**config.mk**
```make
export PLATFORM = sky130hd
export DESIGN_NAME = co_clkout
export DESIGN_NICKNAME = d
export VERILOG_FILES = /design/src/co_pkg.sv /design/src/co_clkout.sv
export VERILOG_INCLUDE_DIRS = /design/src
export SDC_FILE = /design/constraint.sdc
export NUM_CORES = 1
export LEC_CHECK = 0
export BUFFER_PORTS_ARGS = -buffer_cell sky130_fd_sc_hd__clkbuf_2
export CORE_UTILIZATION = 30
export CTS_BUF_LIST = sky130_fd_sc_hd__clkbuf_8
export DETAILED_ROUTE_END_ITERATION = 8
export PLACE_DENSITY_LB_ADDON = 0.2
export SYNTH_ARGS = -nofsm -noshare
export SYNTH_HDL_FRONTEND = slang
export SYNTH_SLANG_ARGS = --single-unit
```
**constraint.sdc**
```tcl
create_clock -name aclk -period 2.1 [get_ports aclk]
set_input_delay 0.315 -clock aclk [delete_from_list [all_inputs] [get_ports aclk]]
set_output_delay 0.315 -clock aclk [all_outputs]
set_load 0.05 [all_outputs]
```
**src/co_defs.svh**
```systemverilog
`ifndef CO_DEFS_SVH
`define CO_DEFS_SVH
// register indices; byte address is four times the index
`define CO_IDX_TRX_CTRL0 8'h03
`define CO_IDX_OSC_CTRL 8'h12
`define CO_IDX_STATUS 8'h20
// reset values
`define CO_RST_RATE 3'h1
`define CO_RST_DEFER 1'b1
`define CO_RST_MODE 4'hf
`define CO_RST_TRIM 4'h0
// field codes
`define CO_MODE_EXT 4'h5
`define CO_RATE_OFF 3'h0
`define CO_RATE_16M 3'h5
// system clock and toggle-tick rate in MHz (toggle rate is twice the 16 MHz raw clock)
`define CO_SYS_MHZ 8'hc8
`define CO_TOG_MHZ 8'h20
// half periods in toggle ticks per rate code
`define CO_HALF_1M 9'h010
`define CO_HALF_2M 9'h008
`define CO_HALF_4M 9'h004
`define CO_HALF_8M 9'h002
`define CO_HALF_16M 9'h001
`define CO_HALF_250K 9'h040
`define CO_HALF_62K 9'h100
// extra output cycles before sleep
`define CO_DRAIN 6'h23
// bus responses
`define CO_RESP_OK 2'h0
`define CO_RESP_ERR 2'h2
`endif

```
**src/co_pkg.sv**
```systemverilog
`include "co_defs.svh"
package co_pkg;
	typedef enum logic [1:0] {CO_RUN, CO_DRAIN, CO_SLEEP, CO_WAKE} co_fsm_t;
	typedef struct packed {
		logic s1;
		logic s2;
		co_fsm_t st;
		logic deep;
		logic [7:0] acc;
		logic [8:0] cnt;
		logic out;
		logic [5:0] edges;
		logic [2:0] eff;
		logic [2:0] target;
		logic tom;
		logic pmu;
		logic pmuinv;
		logic defer;
		logic [2:0] rate;
		logic [3:0] mode;
		logic [3:0] trim;
		logic xosc_en;
		logic ext_ref;
		logic [3:0] trim_o;
		logic sleep_o;
		logic aw_got;
		logic w_got;
		logic [7:0] widx;
		logic [7:0] wd;
		logic wok;
		logic awready;
		logic wready;
		logic bvalid;
		logic [1:0] bresp;
		logic arready;
		logic rvalid;
		logic [1:0] rresp;
		logic [7:0] rdata;
	} co_state_t;
	// half period of the output clock, in toggle ticks
	function automatic logic [8:0] co_half(input logic [2:0] rate);
		case (rate)
			3'h1: co_half = `CO_HALF_1M;
			3'h2: co_half = `CO_HALF_2M;
			3'h3: co_half = `CO_HALF_4M;
			3'h4: co_half = `CO_HALF_8M;
			3'h6: co_half = `CO_HALF_250K;
			3'h7: co_half = `CO_HALF_62K;
			default: co_half = `CO_HALF_16M;
		endcase
	endfunction
endpackage

```
**src/co_clkout.sv**
```systemverilog
// Chosen here: register access over AXI4-Lite.
`timescale 1ns/10ps
// How it works
// - rate code 0 holds output low; 1-5 give 1..16 MHz; 6 250 kHz; 7 62.5 kHz.
// - with defer bit clear, a rate write takes effect at the next falling output edge (next tick when off), glitch free.
// - with defer set and old rate nonzero, new rate applies at next sleep exit.
// - reset keeps the running rate in a shadow; the field reads back 1.
// - after deepest sleep, output restarts at 1 MHz once the oscillator is stable.
// - fast rates emit 35 more output cycles before sleep is entered.
// - mode 0x5 selects external reference; 0xF enables oscillator; others reserved.
// - 4-bit load capacitance trim, all codes valid, resets to 0x0.
module co_clkout import co_pkg::*; #(
	parameter int ADDR_W = 10
) (
	// clock and resets
	input wire logic aclk,
	input wire logic aresetn,
	input wire logic por_n,
	// axi4-lite write
	input wire logic [ADDR_W-1:0] awaddr,
	input wire logic awvalid,
	output logic awready,
	input wire logic [31:0] wdata,
	input wire logic [3:0] wstrb,
	input wire logic wvalid,
	output logic wready,
	output logic [1:0] bresp,
	output logic bvalid,
	input wire logic bready,
	// axi4-lite read
	input wire logic [ADDR_W-1:0] araddr,
	input wire logic arvalid,
	output logic arready,
	output logic [31:0] rdata,
	output logic [1:0] rresp,
	output logic rvalid,
	input wire logic rready,
	// radio state inputs
	input wire logic sleep_control_pin,
	input wire logic radio_off_state,
	input wire logic deepest_low_power_state_req,
	input wire logic osc_stable,
	// clock output and oscillator controls
	output logic master_clock_out,
	output logic xosc_enable,
	output logic ext_ref_select,
	output logic [3:0] load_cap_trim,
	output logic sleep_active
);
	// refuse an address bus too narrow for the register index bits
	if (ADDR_W < 10) begin : g_addr_chk
		$error("ADDR_W too small for the register map");
	end

	co_state_t s_r;
	co_state_t s_nxt;
	logic [7:0] acc_sum;
	logic tick;
	logic tog;
	logic fast;
	logic [7:0] ridx;
	logic wfire;

	// next-state logic for the whole block
	always_comb begin
		s_nxt = s_r;
		s_nxt.s1 = sleep_control_pin;
		s_nxt.s2 = s_r.s1;
		// fractional divider: one tick per output half period of the 16 MHz rate
		acc_sum = s_r.acc + `CO_TOG_MHZ;
		tick = 1'b0;
		if (acc_sum >= `CO_SYS_MHZ) begin
			tick = 1'b1;
			s_nxt.acc = acc_sum - `CO_SYS_MHZ;
		end else begin
			s_nxt.acc = acc_sum;
		end
		fast = (s_r.eff != `CO_RATE_OFF) && (s_r.eff <= `CO_RATE_16M);
		tog = tick && (s_r.st == CO_RUN || s_r.st == CO_DRAIN) && (s_r.eff != `CO_RATE_OFF)
			&& (s_r.cnt == co_half(s_r.eff) - 9'h001);
		// output divider; switches rate only with the output low
		if (s_r.st == CO_SLEEP || s_r.st == CO_WAKE) begin
			s_nxt.out = 1'b0;
			s_nxt.cnt = 9'h000;
		end else if (tick && s_r.eff == `CO_RATE_OFF) begin
			s_nxt.out = 1'b0;
			s_nxt.cnt = 9'h000;
			s_nxt.eff = s_r.target;
		end else if (tog) begin
			s_nxt.out = !s_r.out;
			s_nxt.cnt = 9'h000;
			if (s_r.out) begin
				s_nxt.eff = s_r.target;
			end
		end else if (tick) begin
			s_nxt.cnt = s_r.cnt + 9'h001;
		end
		// sleep sequencing
		case (s_r.st)
			CO_RUN: begin
				if (s_r.s2 && radio_off_state) begin
					s_nxt.st = CO_DRAIN;
					s_nxt.edges = 6'h00;
					s_nxt.deep = deepest_low_power_state_req;
				end
			end
			CO_DRAIN: begin
				if (fast) begin
					if (tog && s_r.out) begin
						s_nxt.edges = s_r.edges + 6'h01;
						if (s_r.edges == `CO_DRAIN - 6'h01) begin
							s_nxt.st = CO_SLEEP;
						end
					end
				end else if (!s_r.out) begin
					s_nxt.st = CO_SLEEP;
				end
			end
			CO_SLEEP: begin
				if (!s_r.s2) begin
					s_nxt.st = CO_WAKE;
				end
			end
			default: begin
				if (osc_stable) begin
					s_nxt.st = CO_RUN;
					s_nxt.target = s_r.deep ? `CO_RST_RATE : s_r.rate;
					s_nxt.eff = s_nxt.target;
				end
			end
		endcase
		// write channel capture, either order
		if (s_r.awready && awvalid) begin
			s_nxt.aw_got = 1'b1;
			s_nxt.widx = awaddr[9:2];
		end
		if (s_r.wready && wvalid) begin
			s_nxt.w_got = 1'b1;
			s_nxt.wd = wdata[7:0];
			s_nxt.wok = wstrb[0];
		end
		wfire = s_r.aw_got && s_r.w_got && !s_r.bvalid;
		if (wfire) begin
			s_nxt.bvalid = 1'b1;
			s_nxt.bresp = `CO_RESP_OK;
			if (s_r.widx == `CO_IDX_TRX_CTRL0) begin
				if (s_r.wok) begin
					s_nxt.tom = s_r.wd[7];
					s_nxt.pmu = s_r.wd[5];
					s_nxt.pmuinv = s_r.wd[4];
					s_nxt.defer = s_r.wd[3];
					s_nxt.rate = s_r.wd[2:0];
					if (!s_r.wd[3] || s_r.rate == `CO_RATE_OFF) begin
						s_nxt.target = s_r.wd[2:0];
					end
				end
			end else if (s_r.widx == `CO_IDX_OSC_CTRL) begin
				if (s_r.wok) begin
					s_nxt.mode = s_r.wd[7:4];
					s_nxt.trim = s_r.wd[3:0];
				end
			end else if (s_r.widx != `CO_IDX_STATUS) begin
				s_nxt.bresp = `CO_RESP_ERR;
			end
		end
		if (s_r.bvalid && bready) begin
			s_nxt.bvalid = 1'b0;
			s_nxt.aw_got = 1'b0;
			s_nxt.w_got = 1'b0;
		end
		// read channel
		ridx = araddr[9:2];
		if (s_r.arready && arvalid) begin
			s_nxt.rvalid = 1'b1;
			s_nxt.rresp = `CO_RESP_OK;
			if (ridx == `CO_IDX_TRX_CTRL0) begin
				s_nxt.rdata = {s_r.tom, 1'b0, s_r.pmu, s_r.pmuinv, s_r.defer, s_r.rate};
			end else if (ridx == `CO_IDX_OSC_CTRL) begin
				s_nxt.rdata = {s_r.mode, s_r.trim};
			end else if (ridx == `CO_IDX_STATUS) begin
				s_nxt.rdata = {1'b0, s_r.st == CO_WAKE, s_r.st == CO_DRAIN,
					s_r.st == CO_SLEEP, s_r.out, s_r.eff};
			end else begin
				s_nxt.rdata = 8'h00;
				s_nxt.rresp = `CO_RESP_ERR;
			end
		end
		if (s_r.rvalid && rready) begin
			s_nxt.rvalid = 1'b0;
		end
		s_nxt.awready = !s_nxt.aw_got && !s_nxt.bvalid;
		s_nxt.wready = !s_nxt.w_got && !s_nxt.bvalid;
		s_nxt.arready = !s_nxt.rvalid;
		// oscillator decode; reserved codes keep the oscillator running
		s_nxt.ext_ref = (s_r.mode == `CO_MODE_EXT);
		s_nxt.xosc_en = (s_r.mode != `CO_MODE_EXT);
		s_nxt.trim_o = s_r.trim;
		s_nxt.sleep_o = (s_nxt.st == CO_SLEEP);
		// block reset: running rate and divider survive it
		if (!aresetn) begin
			s_nxt.s1 = 1'b0;
			s_nxt.s2 = 1'b0;
			s_nxt.st = CO_RUN;
			s_nxt.deep = 1'b0;
			s_nxt.edges = 6'h00;
			s_nxt.tom = 1'b0;
			s_nxt.pmu = 1'b0;
			s_nxt.pmuinv = 1'b0;
			s_nxt.defer = `CO_RST_DEFER;
			s_nxt.rate = `CO_RST_RATE;
			s_nxt.mode = `CO_RST_MODE;
			s_nxt.trim = `CO_RST_TRIM;
			s_nxt.xosc_en = 1'b1;
			s_nxt.ext_ref = 1'b0;
			s_nxt.trim_o = `CO_RST_TRIM;
			s_nxt.sleep_o = 1'b0;
			s_nxt.aw_got = 1'b0;
			s_nxt.w_got = 1'b0;
			s_nxt.widx = 8'h00;
			s_nxt.wd = 8'h00;
			s_nxt.wok = 1'b0;
			s_nxt.awready = 1'b0;
			s_nxt.wready = 1'b0;
			s_nxt.bvalid = 1'b0;
			s_nxt.bresp = `CO_RESP_OK;
			s_nxt.arready = 1'b0;
			s_nxt.rvalid = 1'b0;
			s_nxt.rresp = `CO_RESP_OK;
			s_nxt.rdata = 8'h00;
		end
		// power-on clears the divider and sets the shadow rate back to 1
		if (!por_n) begin
			s_nxt.acc = 8'h00;
			s_nxt.cnt = 9'h000;
			s_nxt.out = 1'b0;
			s_nxt.eff = `CO_RST_RATE;
			s_nxt.target = `CO_RST_RATE;
		end
	end

	// state register
	always_ff @(posedge aclk) begin
		s_r <= s_nxt;
	end

	// outputs straight from the state flops
	assign awready = s_r.awready;
	assign wready = s_r.wready;
	assign bvalid = s_r.bvalid;
	assign bresp = s_r.bresp;
	assign arready = s_r.arready;
	assign rvalid = s_r.rvalid;
	assign rresp = s_r.rresp;
	assign rdata = {24'h000000, s_r.rdata};
	assign master_clock_out = s_r.out;
	assign xosc_enable = s_r.xosc_en;
	assign ext_ref_select = s_r.ext_ref;
	assign load_cap_trim = s_r.trim_o;
	assign sleep_active = s_r.sleep_o;
endmodule

```
==> results by group, run 1 <==
Outcome
  • Run status: finished, final reports clean

Clock tree
  • Clk Latency, worst-skew pair: 0.37 ns
  • CTS root buffer: clkbuf_8
  • # hold bufs at CTS: 0
  • CTS tree: yes
  • Clk sink count: 88
  • H-tree Lvls: 3
  • CTS Buffer Depth: 2
  • Reg clk slew, reported paths: 0.09 ns
  • Total CTS buffers: 9

Placement
  • Placed wire-length estimate: 7.209 mm
  • Pre-CTS setup slack: -0.1206 ns
  • Routability cong.: 0.8007
  • Port buffer count: 59

Route
  • Vias/cell: 4.684
  • Residual DRC count: 0
  • DRT iter0 DRCs: 157
  • WL per Instance: 13.18 um
  • DR pass1 iterations: 5
  • Vias: 3,504
  • WL final: 9.860 mm
  • DRT antenna net count: 0

Power
  • Net Sw Frac: 29.62%
  • Logic pwr share: 14.2%
  • Int Pwr: 2358 uW
  • Leakage dissipation: 0.002085 uW
  • Pwr per Cell Area: 671.0 nW/um2
  • Flop pwr share: 52.6%
  • Net Sw Power: 992.5 uW
  • Worst vdd ir: 0.3082 mV
  • Clock power frac: 33.2%

STA
  • Final hold violations: 0
  • Fin. max-slew vios: 0
  • Worst-Margin Slew: 0.6599 ns
  • Final setup fails: 0
  • RSZ-0062 raised after global routing: true
  • Clock Skews: 0.008320 ns
  • Setup ws final: 0.03579 ns
  • Setup_tns: 0 ns
  • Fin crit period: 2.064 ns
  • Max_slew headroom: 55.98%
  • Fmax: 484.4 MHz
  • Final Cycle Share: 98.30%
  • Hold slack: 0.1580 ns

Worst setup path
  • Reg2Reg Depth: 7
  • CP Cell Sequence: buf_6, and2_4, o21bai_4, xor2_2, a211o_4, or4_1, a21oi_1
  • Worst Setup SP: s_r[63]
  • CP startpoint kind: register
  • Crit-path slowest cell: or4_1
  • Crit. End Element: register
  • Critical path's top delay family: compound AO/OA/AOI/OAI gates
  • WP buf/inv: 1
  • Crit path arrival time: 2.36 ns
  • Worst r2r src: s_r[63]
  • Required @ worst endpoint: 2.40 ns
  • Critical-path maximum fanout: 7
  • Crit-path max cell delay: 0.47 ns
  • WP depth: 7
  • Worst Setup Path Type: register to register

Run
  • Max Cap Violations: 0

Yosys
  • Mean area per synthesized cell: 8.536 um2
  • Cell Area, Synth: 4234 um2
  • Async S/R FF share, synth: 0%
  • Warnings, synthesis: 0
  • Post-synthesis sequential area ratio: 41.61%
  • Post-Syn Instances: 496
  • Number of library cell types mapped by synthesis: 52
  • Top FF cell, synth: dfxtp_1
  • Yosys reg bits: 88
  • EDFF count, synth: 0

Cells and area
  • Most flop-heavy register: s_r
  • # fillers: 1,457
  • Util after Layout: 36.11%
  • Number of flip-flops in the largest register: 65
  • Number of diodes: 0
  • Register Area: 1769 um2
  • Area grow syn2layout: 17.94%
  • Layout cells sized above 1: 23.06%
  • Most common cell after layout, fill and taps aside: dfxtp_1
  • Area of the multi-input gates: 2203 um2
  • Layout net count: 640
  • Most frequent cells in the layout: dfxtp_1, nand2_1, clkbuf_2, nor2_1, buf_4

Worst hold path
  • Hold Startpoint: awaddr[7]
  • Hold Crit Class: input pin to register
  • Hold depth: 3

Global routing
  • Global-route wire length before repair: 16.01 mm
  • Busiest grt layer: met2
  • Met2 Resource Use GR: 22.23%
  • Grt ovf: 0
  • Initial antenna violation count: 0
  • Gr usage total: 14.07%
  • GR Util met3: 3.774%
  • Vias in the first global route: 3,277
  • GR Layer Usage met1: 18.03%
  • Largest net degree at the start of global routing: 30

Floorplanning
  • Rows: 43
  • Die Y: 120.8 um
  • DIE AREA: 14,590 um2
  • Die width: 120.8 um
  • Initial core utilization: 30.62%
  • Core area: 13,830 um2
  • # IOs: 117
[cell type report]
type / count / share of cell area (%)
Sequential cell: 88 / 35.43
Inverter: 14 / 1.052
Timing Repair Buffer: 94 / 11.25
Multi-Input combinational cell: 357 / 44.12
Clock inverter: 4 / 0.6014
Clock buffer: 11 / 3.032
Tap cell: 180 / 4.510
[power groups by stage]
stage / Combinational, uW / Sequential (uW) / Clock, uW
floorplan: 374 / 1820 / 0
global placement: 463 / 1800 / 0
detailed placement: 470 / 1800 / 0
CTS: 475 / 1760 / 1170
global route: 520 / 1770 / 1230
finish: 477 / 1760 / 1110
[logic make-up (layout without fill, tap and decap cells)]
| family | after synthesis | in the layout | share of synthesized area [%] |
|---|---|---|---|
| adders and majority gates | 8 | 8 | 2.364 |
| DFF | 88 | 88 | 41.61 |
| muxes | 20 | 20 | 4.728 |
| buffers and inverters | 77 | 123 | 10.58 |
| and+or+nand+nor | 196 | 196 | 22.55 |
| AOI/OAI and AO/OA | 91 | 92 | 14.98 |
| other | 1 | 26 | 0.08857 |
| xor gates and xnor gates | 15 | 15 | 3.103 |
[cells in the mapped netlist (8+ instances only)]
cell type	count	area share, %
nor2_1	49	4.3
and3_1	11	1.6
xor2_1	12	2.5
inv_1	14	1.2
a211oi_1	8	1.4
nand4_1	10	1.5
dfxtp_1	88	42
buf_4	41	7.3
nand2_1	61	5.4
nand3_1	10	1.2
a21oi_1	31	3.7
and2_1	19	2.8
clkbuf_1	13	1.2
ha_1	8	2.4
mux2i_1	20	4.7
[layer usage]
metal  vias up  share of wire, %
li1       1806                 -
met1      1635                49
met2        55                47
met3         8               3.6
met4         0               1.2
met5         -                 0
[metrics by stage]
step | power, uW | instance area [um2] | cells
after floorplan | 2192 | 4328 | 521
after global placement | 2263 | 4686 | 728
after detailed placement | 2272 | 4686 | 728
after CTS | 3411 | 4903 | 745
after global routing | 3518 | 4994 | 748
final | 3351 | 4994 | 748
[path summary, 6_finish.rpt]
check | slack (ns) | endpoint
max | 0.04 | s_r[66]
max reg2reg | 0.04 | s_r[66]
min | 0.16 | s_r[31]
min reg2reg | 0.44 | s_r[91]
[worst register-to-register path, cell delays in order, from the launching register on]
cell and delay, ns:
dfxtp_4 0.37, buf_6 0.12, and2_4 0.15, o21bai_4 0.17, xor2_2 0.20, a211o_4 0.37, or4_1 0.47, a21oi_1 0.15
[what timing repair did]
action / 4_1_cts / 5_1_grt
endpoints found under the setup margin: 18 / 19
pin swaps: 6 / 7
resized for setup: 6 / 16
setup buffers: 1 / 3
gates cloned: 1 / 0
Power figures use the tool's default switching activity.
==> run 2, diff against run 1 <==
Settings changed: CORE_MARGIN set to 2.
==> results by group, run 2 (synthesis results as in run 1) <==
Outcome
  • Run status: finished, final reports clean

Global routing
  • Vias in the first global route: 3,363
  • Global-route wire length before repair: 16.18 mm
  • Initial antenna violation count: 0
  • Grt ovf: 0
  • Gr usage total: 13.71%
  • Largest net degree at the start of global routing: 18

Cells and area
  • Most flop-heavy register: s_r
  • Most common cell after layout, fill and taps aside: dfxtp_1
  • Layout cells sized above 1: 23.25%
  • Number of diodes: 0
  • Area grow syn2layout: 18.38%
  • Finished Cell Area: 5012 um2
  • Layout net count: 643
  • Number of flip-flops in the largest register: 65
  • Most frequent cells in the layout: dfxtp_1, nand2_1, clkbuf_2, nor2_1, buf_4

Placement
  • Pre-CTS setup slack: -0.08008 ns
  • Dpl cell area: 4723 um2
  • Port buffer count: 59
  • Routability cong.: 0.8332
  • Placed wire-length estimate: 7.451 mm

Power
  • Leakage dissipation: 0.002104 uW
  • Worst vdd ir: 0.3449 mV
  • Pwr per Cell Area: 685.3 nW/um2

STA
  • Final hold violations: 0
  • Fin. max-slew vios: 0
  • Worst-Margin Slew: 0.6466 ns
  • Final setup fails: 0
  • RSZ-0062 raised after global routing: true
  • Setup ws final: 0.04572 ns
  • Hold slack: 0.1494 ns
  • Final Cycle Share: 97.82%
  • Max_slew headroom: 56.87%
  • Fmax: 486.8 MHz
  • Clock Skews: 0.01689 ns
  • Fin crit period: 2.054 ns

Clock tree
  • Clk sink count: 88
  • Clk Latency, worst-skew pair: 0.37 ns
  • CTS tree: yes
  • CTS Buffer Depth: 2
  • Total CTS buffers: 9
  • H-tree Lvls: 3
  • CTS root buffer: clkbuf_8
  • Reg clk slew, reported paths: 0.09 ns

Worst setup path
  • R2R Path End: s_r[65]
  • Worst r2r src: s_r[75]
  • Required @ worst endpoint: 2.36 ns
  • Critical-path maximum fanout: 7
  • Reg2Reg Depth: 8
  • CP startpoint kind: register
  • Crit path arrival time: 2.31 ns
  • Reg2reg setup slack: 0.05 ns
  • Worst Setup Path Type: register to register
  • Crit. End Element: register

Route
  • Vias: 3,510
  • WL final: 9.946 mm
  • Vias/cell: 4.668
  • DRT antenna net count: 0
  • DRT iter0 DRCs: 200
  • WL per Instance: 13.23 um
  • Residual DRC count: 0
  • DR pass1 iterations: 4

Floorplanning
  • # IOs: 117
  • Core area: 13,830 um2
  • Initial core utilization: 30.62%
  • Die width: 122.8 um
  • Die Y: 122.8 um
  • Rows: 43
  • DIE AREA: 15,080 um2

Worst hold path
  • Hold depth: 2
  • Hold Startpoint: sleep_control_pin
  • Hold Crit Class: input pin to register
  • Hold Path End: s_r[92]

Run
  • Max Cap Violations: 0
-- run 2: cell type report --
class | instances | area (um2)
fill | 1451 | 8815
multi-input combinational | 356 | 2187
sequential | 88 | 1768
timing repair buffer | 98 | 585.6
tap | 180 | 225.2
clock buffer | 9 | 123.9
clock inverter | 7 | 70.07
inverter | 14 | 52.55
-- run 2: per-layer routing --
metal  wire length, um  GRT usage (%)
met1              4528          17.56
met2              4846          22.27
met3               496          4.554
met4                75          3.233
met5                 0              0
-- run 2: power breakdown --
group / switching, uW / internal (uW) / leakage, uW / total (uW)
logic: 335 / 156 / 0.00128 / 491
clock network: 626 / 552 / 0.000105 / 1180
registers: 42.1 / 1720 / 0.000716 / 1770
total: 1000 / 2430 / 0.00210 / 3430
-- run 2: worst max-delay path: stages, from the launching register on --
cell	delay (ns)
dfxtp_1	0.33
nor2_1	0.10
a21oi_1	0.05
or4_4	0.49
a211o_4	0.36
buf_2	0.18
buf_4	0.15
o2111ai_1	0.19
o41ai_1	0.10
-- run 2: worst max-delay path by stage --
stage / startpoint / to / slack [ns] / depth (start not counted)
after detailed placement: s_r[63] / s_r[66] / -0.08 / 5
after global placement: s_r[61] / s_r[63] / -0.05 / 7
final: s_r[75] / s_r[65] / 0.05 / 8
after global routing: s_r[75] / s_r[65] / -0.02 / 8
after floorplan: s_r[85] / s_r[67] / 0.06 / 7
after CTS: s_r[61] / s_r[66] / 0.0005 / 6
-- run 2: repair_timing --
action,CTS,global route
gates cloned,0,0
endpoints found under the setup margin,16,19
pin swaps,3,10
hold buffers,0,0
setup buffers,0,3
resized for setup,4,15
-- run 2: metrics by stage --
stage	total power, uW	utilization (%)	TNS (ns)	cells
finish	3435	36.25	0	752
global route	3605	36.25	-0.01739	752
CTS	3466	35.66	0	749
detailed placement	2277	34.16	-0.3644	733
global placement	2269	34.16	-0.1767	733
floorplan	2192	-	0	521
